`config.mk`:
```
export PLATFORM = sky130hd
export DESIGN_NAME = stpwm_timer
export DESIGN_NICKNAME = d
export VERILOG_FILES = /design/src/inc/stpwm_pkg.sv /design/src/core/stpwm_timer.sv
export VERILOG_INCLUDE_DIRS = /design/src /design/src/inc
export SDC_FILE = /design/constraint.sdc
export NUM_CORES = 1
export LEC_CHECK = 0
export ABC_CLOCK_PERIOD_IN_PS = 4640
export BUFFER_PORTS_ARGS = -buffer_cell sky130_fd_sc_hd__buf_2
export CAP_MARGIN = 20
export CORE_MARGIN = 2
export CORE_UTILIZATION = 51
export DETAILED_ROUTE_END_ITERATION = 16
export PLACE_DENSITY_LB_ADDON = 0.3
export SYNTH_ARGS = -nofsm -noshare
export SYNTH_HDL_FRONTEND = slang
export SYNTH_SLANG_ARGS = --single-unit
```
`constraint.sdc`:
```
create_clock -name pclk -period 4.64 [get_ports pclk]
set_input_delay 0.696 -clock pclk [delete_from_list [all_inputs] [get_ports pclk]]
set_output_delay 0.696 -clock pclk [all_outputs]
set_load 0.02 [all_outputs]
```
`src/inc/stpwm_regs.svh`:
```
// Register offsets, field positions and reset values of the standard timer
`ifndef STPWM_REGS_SVH
`define STPWM_REGS_SVH

`define STPWM_OFF_CTRL0      12'h000
`define STPWM_OFF_CTRL1      12'h004
`define STPWM_OFF_CNT_LO     12'h008
`define STPWM_OFF_CNT_HI     12'h00C
`define STPWM_OFF_CMPA_LO    12'h010
`define STPWM_OFF_CMPA_HI    12'h014

`define STPWM_CTRL0_ON_BIT   3
`define STPWM_CTRL0_MASK     4'hF
`define STPWM_CTRL_RESET     8'h00
`define STPWM_CNT_RESET      10'h000
`define STPWM_CNT_MAX        10'h3FF
`define STPWM_PER_UNIT       11'h080
`define STPWM_PER_FULL       11'h400

`endif

```
`src/inc/stpwm_pkg.sv`:
```
// Types shared by the standard timer design
package stpwm_pkg;

  typedef enum logic [1:0] {
    STPWM_MODE_CMP  = 2'b00,
    STPWM_MODE_CAP  = 2'b01,
    STPWM_MODE_PWM  = 2'b10,
    STPWM_MODE_TMR  = 2'b11
  } stpwm_mode_t;

  typedef struct packed {
    logic [1:0] mode_sel;
    logic [1:0] pin_function;
    logic       output_level_select;
    logic       output_invert;
    logic       period_duty_swap;
    logic       clear_source_select;
  } stpwm_ctrl1_t;

  typedef enum {
    STPWM_IDLE,
    STPWM_RUN
  } stpwm_run_t;

  typedef struct packed {
    logic [3:0]   ctrl0;
    stpwm_ctrl1_t ctrl1;
    logic [9:0]   count;
    logic [9:0]   compare_a_value;
    logic         on_prev;
    logic         pin_level;
    logic         match_a_flag;
    logic         match_p_flag;
    logic [31:0]  rdata;
  } stpwm_state_t;

endpackage : stpwm_pkg

```
`src/core/stpwm_timer.sv`:
```
// Ten-bit standard timer with compare and PWM output, APB slave
//
// Summary of operation
// - Compare mode: control bit sets initial level
// - PWM mode: control bit picks active level
// - Single pulse: control bit sets start level
// - Invert bit flips pin; unused in timer
// - Clear select: A match or P/overflow
// - Overflow always clears; P matches only when period field nonzero
// - Counter readable as two read-only bytes
// - Compare A held in two RW bytes
// - Mode 00 is compare-match output mode
// - Mode 11 timer: same, pin undriven
// - PWM needs mode 10 and function 10
// - Clear select 0: both flags raised
// - Clear select 1: only A flag
// - Compare A zero never matches outside PWM mode
// - Compare mode pin changes only on A match or counter-on rise
// - Function 00 leaves pin unchanged
// - Counter-on rise reloads initial pin level
// - PWM mode raises both match flags, except P in single pulse
// - PWM function forces levels or passes wave
// - Swap 0: period field, duty compare A
// - Duty at or above period: full active
// - Swap 1: period compare A, duty field
// - On rise clears counter, fall holds
// - Comparator P checks counter bits 9..7
// - Compare functions: none, low, high, toggle
// - PWM functions: inactive, active, wave, pulse
//
// The APB register port and the address map were chosen for this implementation.
`timescale 1ns/100ps
`default_nettype none
`include "stpwm_regs.svh"

module stpwm_timer
  import stpwm_pkg::*;
(
  input  wire logic        pclk,
  input  wire logic        presetn,
  input  wire logic        clk_en,
  input  wire logic        count_tick,
  input  wire logic        psel,
  input  wire logic        penable,
  input  wire logic        pwrite,
  input  wire logic [11:0] paddr,
  input  wire logic [31:0] pwdata,
  output logic      [31:0] prdata,
  output logic             pready,
  output logic             pslverr,
  output logic             timer_out,
  output logic             timer_out_en_n,
  output logic             match_a_flag,
  output logic             match_p_flag
);

  // --------------------------------------------------------------
  // Helpers
  // --------------------------------------------------------------
  function automatic logic [10:0] field_span(input logic [2:0] f);
    field_span = (f == 3'b000) ? `STPWM_PER_FULL
                               : {1'b0, f, 7'h00};
  endfunction : field_span

  function automatic logic addr_hit(input logic [11:0] a,
                                    input logic [11:0] off);
    addr_hit = (a == off);
  endfunction : addr_hit

  function automatic logic [31:0] read_word(input logic [11:0]  a,
                                            input stpwm_state_t s);
    read_word = 32'h0000_0000;
    case (a)
      `STPWM_OFF_CTRL0:   read_word = {28'h0, s.ctrl0};
      `STPWM_OFF_CTRL1:   read_word = {24'h0, s.ctrl1};
      `STPWM_OFF_CNT_LO:  read_word = {24'h0, s.count[7:0]};
      `STPWM_OFF_CNT_HI:  read_word = {30'h0, s.count[9:8]};
      `STPWM_OFF_CMPA_LO: read_word = {24'h0, s.compare_a_value[7:0]};
      `STPWM_OFF_CMPA_HI: read_word = {30'h0, s.compare_a_value[9:8]};
      default:            read_word = 32'h0000_0000;
    endcase
  endfunction : read_word

  // --------------------------------------------------------------
  // State
  // --------------------------------------------------------------
  stpwm_state_t st_r;
  stpwm_state_t st_nxt;

  logic        on_bit;
  logic [2:0]  period_field;
  stpwm_mode_t mode;
  logic        on_rise;
  logic        access;
  logic        wr;
  logic        mapped;
  logic        match_a;
  logic        match_p;
  logic        overflow;
  logic        clear_cnt;
  logic [10:0] pwm_period;
  logic [10:0] pwm_duty;
  logic        pwm_active;
  logic        wave;

  assign on_bit       = st_r.ctrl0[`STPWM_CTRL0_ON_BIT];
  assign period_field = st_r.ctrl0[2:0];
  assign mode         = stpwm_mode_t'(st_r.ctrl1.mode_sel);
  assign on_rise      = on_bit & ~st_r.on_prev;
  assign access       = psel & penable;
  assign wr           = access & pwrite;

  assign mapped = addr_hit(paddr, `STPWM_OFF_CTRL0)
                | addr_hit(paddr, `STPWM_OFF_CTRL1)
                | addr_hit(paddr, `STPWM_OFF_CNT_LO)
                | addr_hit(paddr, `STPWM_OFF_CNT_HI)
                | addr_hit(paddr, `STPWM_OFF_CMPA_LO)
                | addr_hit(paddr, `STPWM_OFF_CMPA_HI);

  // --------------------------------------------------------------
  // Comparators
  // --------------------------------------------------------------
  always_comb
  begin
    match_a  = 1'b0;
    match_p  = 1'b0;
    overflow = 1'b0;
    if (on_bit && count_tick)
    begin
      // Zero compare value never matches in compare mode
      match_a = (st_r.count == st_r.compare_a_value - 10'h001)
              && (st_r.compare_a_value != 10'h000
                  || mode == STPWM_MODE_PWM);
      // Period field zero is the 1024 case, i.e. overflow
      // Last count before bits 9..7 reach the field: a 128 multiple
      match_p = (period_field != 3'b000)
              && (st_r.count == {period_field - 3'b001, 7'h7F});
      overflow = (st_r.count == `STPWM_CNT_MAX);
    end
  end

  // PWM period and duty sources
  always_comb
  begin
    if (st_r.ctrl1.period_duty_swap)
    begin
      pwm_period = (st_r.compare_a_value == 10'h000)
                 ? `STPWM_PER_FULL
                 : {1'b0, st_r.compare_a_value};
      pwm_duty   = field_span(period_field);
    end
    else
    begin
      pwm_period = field_span(period_field);
      pwm_duty   = {1'b0, st_r.compare_a_value};
    end
    // Duty at or beyond period keeps the wave active all period
    pwm_active = ({1'b0, st_r.count} < pwm_duty)
              || (pwm_duty >= pwm_period);
    wave = st_r.ctrl1.output_level_select ? pwm_active
                                          : ~pwm_active;
  end

  // --------------------------------------------------------------
  // Next state
  // --------------------------------------------------------------
  always_comb
  begin
    st_nxt         = st_r;
    st_nxt.on_prev = on_bit;
    clear_cnt      = 1'b0;
    st_nxt.match_a_flag = 1'b0;
    st_nxt.match_p_flag = 1'b0;

    // Counter: cleared on start, held while off
    if (on_rise)
    begin
      st_nxt.count = `STPWM_CNT_RESET;
    end
    else if (on_bit && count_tick)
    begin
      case (mode)
        STPWM_MODE_CMP, STPWM_MODE_TMR:
        begin
          if (st_r.ctrl1.clear_source_select)
            clear_cnt = match_a | overflow;
          else
            clear_cnt = match_p | overflow;
          st_nxt.match_a_flag = match_a;
          st_nxt.match_p_flag = match_p
                 & ~st_r.ctrl1.clear_source_select;
        end
        STPWM_MODE_PWM:
        begin
          if (st_r.ctrl1.pin_function == 2'b11)
            clear_cnt = overflow;
          else
            clear_cnt = ({1'b0, st_r.count} == pwm_period - 11'h001);
          st_nxt.match_a_flag = match_a;
          st_nxt.match_p_flag = match_p
                 & (st_r.ctrl1.pin_function != 2'b11);
        end
        default:
        begin
          clear_cnt = match_p | overflow;
          st_nxt.match_p_flag = match_p;
        end
      endcase
      st_nxt.count = clear_cnt ? `STPWM_CNT_RESET
                               : st_r.count + 10'h001;
    end

    // Output pin level before inversion
    if (on_rise)
    begin
      st_nxt.pin_level = st_r.ctrl1.output_level_select;
    end
    else if (mode == STPWM_MODE_CMP && match_a)
    begin
      case (st_r.ctrl1.pin_function)
        2'b00:   st_nxt.pin_level = st_r.pin_level;
        2'b01:   st_nxt.pin_level = 1'b0;
        2'b10:   st_nxt.pin_level = 1'b1;
        default: st_nxt.pin_level = ~st_r.pin_level;
      endcase
    end
    else if (mode == STPWM_MODE_PWM
             && st_r.ctrl1.pin_function == 2'b11 && match_a)
    begin
      // Single pulse ends on compare A and stops the counter
      st_nxt.pin_level = ~st_r.ctrl1.output_level_select;
      st_nxt.ctrl0[`STPWM_CTRL0_ON_BIT] = 1'b0;
    end
    else if (mode == STPWM_MODE_PWM
             && st_r.ctrl1.pin_function == 2'b11 && !on_bit)
    begin
      st_nxt.pin_level = ~st_r.ctrl1.output_level_select;
    end

    // Register writes; software write wins over hardware stop
    if (wr && addr_hit(paddr, `STPWM_OFF_CTRL0))
      st_nxt.ctrl0 = pwdata[3:0] & `STPWM_CTRL0_MASK;
    if (wr && addr_hit(paddr, `STPWM_OFF_CTRL1))
      st_nxt.ctrl1 = stpwm_ctrl1_t'(pwdata[7:0]);
    if (wr && addr_hit(paddr, `STPWM_OFF_CMPA_LO))
      st_nxt.compare_a_value[7:0] = pwdata[7:0];
    if (wr && addr_hit(paddr, `STPWM_OFF_CMPA_HI))
      st_nxt.compare_a_value[9:8] = pwdata[1:0];

    // Read word snapped at the setup edge so prdata comes from a flop
    st_nxt.rdata = 32'h0000_0000;
    if (psel && !penable && !pwrite)
      st_nxt.rdata = read_word(paddr, st_r);
  end

  // --------------------------------------------------------------
  // Registers
  // --------------------------------------------------------------
  always_ff @(posedge pclk or negedge presetn)
  begin
    if (!presetn)
      st_r <= '0;
    else if (clk_en)
      st_r <= st_nxt;
  end

  // --------------------------------------------------------------
  // APB answer and outputs
  // --------------------------------------------------------------
  // Zero wait states; a counter read shows the value at the setup edge
  assign prdata  = st_r.rdata;
  assign pready  = 1'b1;
  assign pslverr = access & ~mapped;

  // Final pin level; PWM logic keeps running under forced levels
  always_comb
  begin
    logic lvl;
    lvl = st_r.pin_level;
    if (mode == STPWM_MODE_PWM)
    begin
      case (st_r.ctrl1.pin_function)
        2'b00:   lvl = ~st_r.ctrl1.output_level_select;
        2'b01:   lvl = st_r.ctrl1.output_level_select;
        2'b10:   lvl = on_bit ? wave
                              : ~st_r.ctrl1.output_level_select;
        default: lvl = st_r.pin_level;
      endcase
    end
    timer_out = (mode == STPWM_MODE_TMR || mode == STPWM_MODE_CAP)
              ? 1'b0
              : lvl ^ st_r.ctrl1.output_invert;
  end

  // Pin released in timer and capture modes
  assign timer_out_en_n = (mode == STPWM_MODE_TMR)
                        | (mode == STPWM_MODE_CAP);
  assign match_a_flag   = st_r.match_a_flag;
  assign match_p_flag   = st_r.match_p_flag;

endmodule : stpwm_timer
`default_nettype wire

```
==> impl_metrics.py, run 1 <==
metrics = {
    "run_status": {
        "outcome": "finished clean",
    },
    "clocking": {
        "htree_levels": 2,
        "cts.sinks": 44,
        "clockRootBuffer": "clkbuf_8",
        "clock_path_buffers": 2,
        "cts_tree": "built",
        "clock_latency_ps": 310,
        "postCtsHoldBufs": 0,
        "cts_setup_buffers": 0,
        "clkTransAtPathRegs_ps": 90,
        "cts_buffers": 5,
    },
    "worst_setup_path": {
        "slowest_delay_ps": 400,
        "rr_endpoint": "st_r[46]$_DFFE_PN0P_",
        "critPathMaxFanout": 5,
        "reg2regPathDepth": 15,
        "reg2reg_from": "st_r[37]$_DFFE_PN0P_",
        "crit_type": "reg2out",
        "arrival_ps": 3780,
        "rrSetupSlack_ps": 600,
        "critical_path_required_ps": 3940,
        "startpoint_type": "flop",
        "critPathCaptureType": "output port",
        "cp_slowest_cell": "dfrtp_1",
        "cp_cell_sequence": "inv_1 > ha_1 > nor4b_4 > a41oi_2 > ha_1 > nand2_1 > o21ai_0 > a221oi_2 > o31a_1 > a31oi_2 > xor2_1 > o21ai_0 > mux2_2 > buf_2",
    },
    "timing": {
        "fin_skew_ps": 9.34,
        "finalCritPeriodShare": 0.966,
        "hold_viol_final": 0,
        "rsz0062_at_grt": "false",
        "worst_pin_slew_ps": 814,
        "setup_viol": 0,
        "slew-limit-headroom": 0.454,
        "fin_tns_setup_ps": 0,
        "fmax_mhz": 223,
        "min_period_ps": 4480,
        "maxSlewViolCount": 0,
    },
    "synthesis": {
        "synthFlopType": "dfrtp_1",
        "synthArstFlopShare": 1.00,
        "synth-seq-cells": 44,
        "syn_area_per_cell_um2": 8.08,
        "synthTopCellsByCount": "58 x nand2_1, 44 x dfrtp_1, 39 x inv_1",
        "yosysTopAreaCellShare": 0.272,
        "synth.most_common_cell": "nand2_1",
        "synth.area.top_cells": "dfrtp_1 27%, ha_1 7.7%, buf_4 6.1%, nand2_1 5.4%, o21ai_0 3.9%",
        "syn_inst": 502,
        "synth_top_cell_by_area": "dfrtp_1",
        "synth_edf_count": 0,
        "yosysSeqAreaShare": 0.272,
        "ys_warn_count": 0,
        "netlist_area_um2": 4060,
        "ys_types": 65,
    },
    "global_routing": {
        "antenna_found_initial": 0,
        "grt_use_total": 0.260,
        "grt_max_degree": 45,
        "grt_pass1_wl_um": 17700,
        "grt_pass1_vias": 3517,
        "grt_overflow": 0,
    },
    "layout": {
        "diodes": 0,
        "area_growth_pct": 7.37,
        "post-route-util": 0.563,
        "layout.cells.non_filler": 629,
        "fin_nets": 603,
        "drive_gt1_frac": 0.180,
    },
    "route": {
        "wl_per_cell_um": 17.1,
        "drt_first_pass_iters": 5,
        "ant_nets": 0,
        "vias_per_cell": 6.04,
        "drc": 0,
        "drt_iter0_drc": 368,
        "routed-via-count": 3798,
        "wl_um": 10800,
    },
    "place": {
        "dp_cells": 621,
        "gp_congestion": 0.954,
        "io_buffers": 39,
        "hpwl_um": 8230,
    },
    "die": {
        "rows": 32,
        "io_pins": 89,
        "fp.dieArea_um2": 8680,
        "die_y_um": 93.2,
        "core_um2": 7730,
        "initial_utilization": 0.525,
        "die_x_um": 93.2,
    },
    "run": {
        "max-cap-violations": 0,
    },
    "power": {
        "power_per_cell_area_nw_per_um2": 156,
        "ir_drop_mv": 0.133,
        "leakage_nw": 2.00,
        "power_mw": 0.678,
    },
    "worst_hold_path": {
        "min_path_type": "in2async",
    },
}
[report_power, final]
part	leakage (nW)	switching (mW)	internal (mW)	total [mW]
Clock	0.0400	0.135	0.102	0.237
Sequential	0.534	0.00120	0.384	0.385
Combinational	1.42	0.0412	0.0152	0.0564
[how the worst max path moves through the flow]
stage | from | endpoint | slack, ps | depth (start not counted)
floorplan | period_field[0]$_DFFE_PN0P_ | timer_out | 770 | 14
global placement | period_field[0]$_DFFE_PN0P_ | timer_out | 510 | 15
detailed placement | period_field[0]$_DFFE_PN0P_ | timer_out | 430 | 15
CTS | period_field[0]$_DFFE_PN0P_ | timer_out | 80 | 15
global route | period_field[0]$_DFFE_PN0P_ | timer_out | 20 | 15
finish | st_r[37]$_DFFE_PN0P_ | timer_out | 160 | 14
[cell usage in the layout, fill, tap and decap left out, types with 4 or more instances in the layout]
master,count
a31oi_1,7
xnor2_1,15
nand3_1,19
o21ai_0,32
conb_1,25
mux2i_1,13
a221oi_1,6
nand4_1,8
a21oi_1,13
buf_4,16
o21ai_1,5
clkbuf_8,5
and3_1,6
nand2_1,58
a222oi_1,4
buf_2,39
nor2_1,28
inv_1,39
a21o_1,4
dfrtp_1,44
xor2_1,8
ha_1,25
nor3_1,9
o22ai_1,15
mux2_2,13
nor4_1,5
[metrics by stage]
step	setup WS, ps	hold slack (ps)	area (µm²)
5_1_grt	19.5	201	4350
4_1_cts	84.0	531	4310
6_report	160	201	4350
3_3_place_gp	506	506	4230
3_5_place_dp	432	518	4230
2_1_floorplan	768	400	4140
[cell type report]
| cell class | instances | area, µm² |
|---|---|---|
| clock buffer | 5 | 68.8 |
| timing repair buffer | 56 | 335 |
| inverter | 39 | 146 |
| tap | 102 | 128 |
| sequential | 44 | 1100 |
| clock inverter | 2 | 12.5 |
| multi-input combinational | 381 | 2560 |
| fill | 721 | 3370 |
[per-layer routing]
layer / track usage / wire, µm / vias up / part of all wire
met3: 0.0371 / 734 / 19 / 0.068
li1: - / - / 1795 / -
met5: 0 / 0 / - / 0
met4: 0.0870 / 182 / 0 / 0.017
met1: 0.366 / 4870 / 1825 / 0.45
met2: 0.410 / 4990 / 159 / 0.46
[state kept, by name, indices dropped and copies added (netlist names)]
register	flops
match_a_flag	1
match_p_flag	1
mode	2
on_bit	1
period_field	3
prdata	8
st_r	28
[timing repair]
| action | CTS | global route |
|---|---|---|
| resized for setup | 0 | 5 |
| setup endpoints to repair | 0 | 1 |
| hold endpoints to repair | 0 | 0 |
[cells by family (layout without fill, tap and decap cells)]
family | after synthesis | count (layout) | share of synthesized area
mux | 26 | 26 | 0.0682
flops | 44 | 44 | 0.272
xor+xnor | 23 | 23 | 0.0497
simple gates | 163 | 163 | 0.205
fa+ha+maj | 25 | 25 | 0.0771
buf+inv | 100 | 102 | 0.125
compound gates | 119 | 119 | 0.202
other cells | 2 | 25 | 0.00185
[worst max-delay path, delay by kind of cell, from the launching register on]
kind | cells | cell delay [ps]
buf+inv | 2 | 260
mux | 1 | 350
simple gates | 2 | 440
xor+xnor | 1 | 190
flops | 1 | 400
compound gates | 6 | 1170
fa+ha+maj | 2 | 670
Power figures use the tool's default switching activity.
==> run 2: changes to the inputs <==
Settings changed: CORE_UTILIZATION 51 to 28.
==> run 2 against run 1 <==
Against the previous run:
- worst setup slack worse by 46 ps
- core utilization is 24 points lower
- worst hold slack better by 110 ps
- global-route usage is 11 points lower
- non-clock buffer count is 2 higher
- clock power is 54% higher
- register-to-register slack worse by 70 ps
- cell area is 4.2% higher
- cell count is 13% higher
- total power is 19% higher
- die area is 78% higher
- clock-buffer cell count is 2 higher
- critical endpoint unchanged
==> impl_metrics.py, run 2 (synthesis gave the netlist of run 1 again) <==
metrics = {
    "run_status": {
        "outcome": "finished clean",
    },
    "layout": {
        "fill_cells": 1494,
        "diodes": 0,
        "largest_reg_flops": 28,
        "multi_input_area_um2": 2560,
        "final_common_cell": "nand2_1",
        "register_area_um2": 1100,
        "area_growth_pct": 11.9,
        "fin_area_um2": 4540,
        "drive_gt1_frac": 0.181,
        "layout.cells.non_filler": 710,
        "layout_common_cells": "58 x nand2_1, 44 x dfrtp_1, 39 x inv_1, 39 x buf_2, 32 x o21ai_0",
        "largest_register": "st_r",
        "fin_nets": 605,
    },
    "clocking": {
        "cts_buffers": 5,
        "cts-resized-gates": 1,
        "clkTransAtPathRegs_ps": 60,
        "clockRootBuffer": "clkbuf_16",
        "cts_setup_buffers": 0,
        "cts.sinks": 44,
        "htree_levels": 2,
        "clock_path_buffers": 2,
        "postCtsHoldBufs": 0,
        "clock_latency_ps": 290,
        "cts_tree": "built",
    },
    "power": {
        "switching_share": 0.240,
        "power_per_cell_area_nw_per_um2": 178,
        "ir_drop_mv": 0.116,
        "p_sw_mw": 0.194,
        "seqPwrFrac": 0.478,
        "p_comb_frac": 0.071,
        "power.internal_mw": 0.614,
        "leakage_nw": 2.04,
        "clockPowerShare": 0.451,
        "power_mw": 0.808,
    },
    "route": {
        "drt_first_pass_iters": 5,
        "vias_per_cell": 5.40,
        "ant_nets": 0,
        "wl_per_cell_um": 17.0,
        "wl_um": 12100,
        "drt_iter0_drc": 205,
        "drc": 0,
        "routed-via-count": 3837,
    },
    "timing": {
        "fin_skew_ps": 11.3,
        "maxSlewViolCount": 0,
        "hold_viol_final": 0,
        "min_period_ps": 4530,
        "fmax_mhz": 221,
        "slew-limit-headroom": 0.469,
        "setup_viol": 0,
        "worst_slack_ps": 113,
        "worst_pin_slew_ps": 792,
        "finalCritPeriodShare": 0.976,
    },
    "die": {
        "initial_utilization": 0.290,
        "fp.dieArea_um2": 15500,
        "die_y_um": 124,
        "die_x_um": 124,
        "rows": 43,
        "io_pins": 89,
        "core_um2": 14000,
    },
    "run": {
        "max-cap-violations": 0,
    },
    "worst_setup_path": {
        "critPathCaptureType": "output port",
        "startpoint_type": "flop",
        "slowest_delay_ps": 420,
        "crit_type": "reg2out",
        "cp_num_buf_inv": 2,
        "cp_slowest_cell": "nor4b_4",
        "critPathTopFamily": "compound AO/OA/AOI/OAI gates",
        "critical_path_required_ps": 3940,
        "arrival_ps": 3830,
        "critPathMaxFanout": 5,
        "cp_cell_sequence": "inv_1 > ha_1 > nor4b_4 > a41oi_2 > ha_1 > nand2_1 > o21ai_0 > a221oi_1 > o31a_1 > a31oi_2 > xor2_1 > o21ai_0 > mux2_2 > buf_2",
    },
    "global_routing": {
        "grt_max_degree": 45,
        "grt_pass1_vias": 3589,
        "grt_use_total": 0.152,
        "antenna_found_initial": 0,
        "grt_pass1_wl_um": 19200,
        "grt_overflow": 0,
    },
    "place": {
        "hpwl_um": 9160,
        "placed_area_um2": 4340,
        "io_buffers": 39,
        "dp_cells": 701,
        "dp_slack_ps": 244,
        "gp_congestion": 0.871,
    },
    "worst_hold_path": {
        "min_path_type": "in2async",
    },
}
-- run 2: path summary, 6_finish.rpt --
path / startpoint / end / slack (ps) / depth (start not counted)
setup / recovery: st_r[37]$_DFFE_PN0P_ / timer_out / 110 / 14
hold / removal: presetn / mode[0]$_DFFE_PN0P_ / 310 / 1
setup reg to reg: st_r[37]$_DFFE_PN0P_ / st_r[52]$_DFFE_PN0P_ / 530 / 15
hold reg to reg: prdata[2]$_DFFE_PN0P_ / prdata[2]$_DFFE_PN0P_ / 530 / 2
max in group asynchronous: presetn / st_r[44]$_DFFE_PN0P_ / 3830 / 2
min in group pclk: prdata[2]$_DFFE_PN0P_ / prdata[2]$_DFFE_PN0P_ / 530 / 2
-- run 2: worst reg2reg max path, stage by stage, from the launching register on --
cell      delay (ps)
dfrtp_1          380
inv_1             90
ha_1             270
nor4b_4          420
buf_4            210
a31oi_4          120
nand2_1          140
ha_1             280
xnor2_1          170
a21oi_1           60
a211oi_1         190
o21ai_0          100
or4_1            500
or4_1            680
nand3b_1         270
o22ai_1          110
-- run 2: per-stage QoR --
| stage | hold slack (ps) | setup TNS, ps | utilization |
|---|---|---|---|
| after CTS | 528 | 0 | 0.321 |
| after global routing | 329 | -133 | 0.324 |
| final | 307 | 0 | 0.324 |
| after floorplan | 400 | 0 | - |
| after detailed placement | 519 | 0 | 0.310 |
| after global placement | 517 | 0 | 0.310 |
-- run 2: per-layer routing --
metal	global-route usage	wire [µm]	vias up
met5	0	0	-
met4	0.0549	301	0
met3	0.0236	751	25
met2	0.236	5490	150
met1	0.213	5540	1871
li1	-	-	1791
-- run 2: power by group through the flow --
stage               Sequential [mW]  Combinational (mW)  Clock [mW]
finish                        0.386              0.0571       0.365
global route                  0.386              0.0628       0.386
CTS                           0.386              0.0554       0.370
detailed placement            0.393              0.0552           0
global placement              0.393              0.0542           0
floorplan                     0.392              0.0461           0
-- run 2: area by class of cell --
class                           instances  area share
Inverter                               39      0.0323
Tap cell                              180      0.0496
Multi-Input combinational cell        381       0.565
Clock buffer                            7      0.0314
Timing Repair Buffer                   58      0.0772
Sequential cell                        44       0.243
Clock inverter                          1     0.00165
==> run 3: changes to the inputs <==
Settings changed: REMOVE_ABC_BUFFERS set to 1.
==> run 3 against run 2 <==
Against the previous run:
- core utilization is 0.42 points higher
- maximum frequency is 2.5% higher
- die area stayed put
- flip-flop and latch count stayed put
- via count is 2.2% lower
- critical path depth is 1 higher
- wire length is 3.9% lower
- clock power is 18% higher
- cell count is 0.70% higher
- critical endpoint unchanged
==> impl_metrics.py, run 3 (synthesis gave the netlist of run 1 again) <==
metrics = {
    "die": {
        "io_pins": 89,
        "rows": 43,
        "die_x_um": 124,
        "fp.dieArea_um2": 15500,
        "die_y_um": 124,
        "core_um2": 14000,
        "initial_utilization": 0.290,
    },
    "timing": {
        "fmax_mhz": 226,
        "fin_tns_setup_ps": 0,
        "min_period_ps": 4420,
        "finalCritPeriodShare": 0.952,
        "maxSlewViolCount": 0,
        "slew-limit-headroom": 0.472,
        "fin_hold_ws_ps": 282,
        "hold_viol_final": 0,
        "worst_pin_slew_ps": 788,
        "setup_viol": 0,
        "rsz0062_at_grt": "false",
        "fin_skew_ps": 5.72,
    },
    "route": {
        "wl_per_cell_um": 16.2,
        "drc": 0,
        "vias_per_cell": 5.25,
        "routed-via-count": 3752,
        "drt_iter0_drc": 293,
        "ant_nets": 0,
        "wl_um": 11600,
        "drt_first_pass_iters": 4,
    },
    "layout": {
        "diodes": 0,
        "largest_reg_flops": 28,
        "fin_nets": 610,
        "layout_common_cells": "58 x nand2_1, 44 x dfrtp_1, 39 x inv_1, 39 x buf_2, 31 x o21ai_0",
        "largest_register": "st_r",
        "area_growth_pct": 13.4,
        "layout.cells.non_filler": 715,
        "final_common_cell": "nand2_1",
        "drive_gt1_frac": 0.189,
    },
    "worst_setup_path": {
        "reg2regPathDepth": 15,
        "startpoint_type": "flop",
        "crit_type": "reg2out",
        "critPathCaptureType": "output port",
        "rr_endpoint": "st_r[49]$_DFFE_PN0P_",
        "critPathMaxFanout": 5,
        "reg2reg_from": "st_r[36]$_DFFE_PN0P_",
        "arrival_ps": 3720,
        "rrSetupSlack_ps": 620,
        "critical_path_required_ps": 3940,
    },
    "global_routing": {
        "grt_pass1_wl_um": 18700,
        "grt_pass1_vias": 3582,
        "grt_max_degree": 45,
        "antenna_found_initial": 0,
        "grt_overflow": 0,
        "grt_use_total": 0.147,
    },
    "clocking": {
        "cts_buffers": 5,
        "htree_levels": 2,
        "clock_latency_ps": 290,
        "clockRootBuffer": "clkbuf_16",
        "clock_path_buffers": 2,
        "cts_tree": "built",
        "clkTransAtPathRegs_ps": 70,
        "cts.sinks": 44,
        "cts_setup_buffers": 0,
    },
    "run_status": {
        "outcome": "finished clean",
    },
    "place": {
        "gp_congestion": 0.878,
        "dp_cells": 705,
        "io_buffers": 39,
        "hpwl_um": 8900,
    },
    "power": {
        "leakage_nw": 2.08,
        "power_per_cell_area_nw_per_um2": 190,
        "ir_drop_mv": 0.115,
    },
    "run": {
        "max-cap-violations": 0,
    },
    "worst_hold_path": {
        "min_path_type": "in2async",
    },
}
==> run 3: what timing repair did <==
item	CTS	global route
hold buffers	0	0
gates resized for setup	1	4
gates cloned	0	0
endpoints found under the setup margin	1	1
hold endpoints to repair	0	0
==> run 3: per-stage QoR <==
step                utilization  setup WS [ps]  power (mW)  instance area (µm²)
finish                    0.329            223       0.872                 4600
global placement          0.312            239       0.447                 4370
global route              0.329           47.9       0.897                 4600
detailed placement        0.312            218       0.448                 4370
CTS                       0.325           99.0       0.875                 4550
floorplan                     -            758       0.419                 3780
==> run 3: cell type report <==
type                            count  area [µm²]
Clock inverter                      2        38.8
Sequential cell                    44        1100
Multi-Input combinational cell    381        2560
Tap cell                          180         225
Timing Repair Buffer               63         388
Inverter                           39         146
Fill cell                        1490        9390
Clock buffer                        6         139
==> run 3: routing by layer <==
metal,vias up,global-route usage,wire length (µm)
met1,1789,0.200,5060
met4,0,0.0529,291
met3,24,0.0180,774
met2,133,0.240,5480
met5,-,0,0
li1,1806,-,-
==> run 3: worst max path at each step <==
stage | start | to | slack, ps | cells after the start
floorplan | period_field[0]$_DFFE_PN0P_ | timer_out | 760 | 14
global placement | period_field[0]$_DFFE_PN0P_ | timer_out | 240 | 15
detailed placement | period_field[0]$_DFFE_PN0P_ | timer_out | 220 | 15
CTS | period_field[0]$_DFFE_PN0P_ | timer_out | 100 | 15
global route | period_field[0]$_DFFE_PN0P_ | timer_out | 50 | 15
finish | period_field[0]$_DFFE_PN0P_ | timer_out | 220 | 15
==> run 3: critical path, stage by stage (launching register included) <==
cell      delay, ps
dfrtp_1         410
inv_1           130
ha_1            240
nor2b_2         190
o31ai_4         270
inv_1           130
ha_1            220
nand2b_1        140
a32o_1          240
a221oi_1        280
o31a_1          190
a31oi_1         170
xor2_1          190
o21ai_1         140
mux2_2          340
buf_2           160
==> run 3: where the power goes <==
group	switching, mW	internal, mW
clock	0.159	0.270
sequential	0.00120	0.384
combinational	0.0417	0.0152
total	0.202	0.669
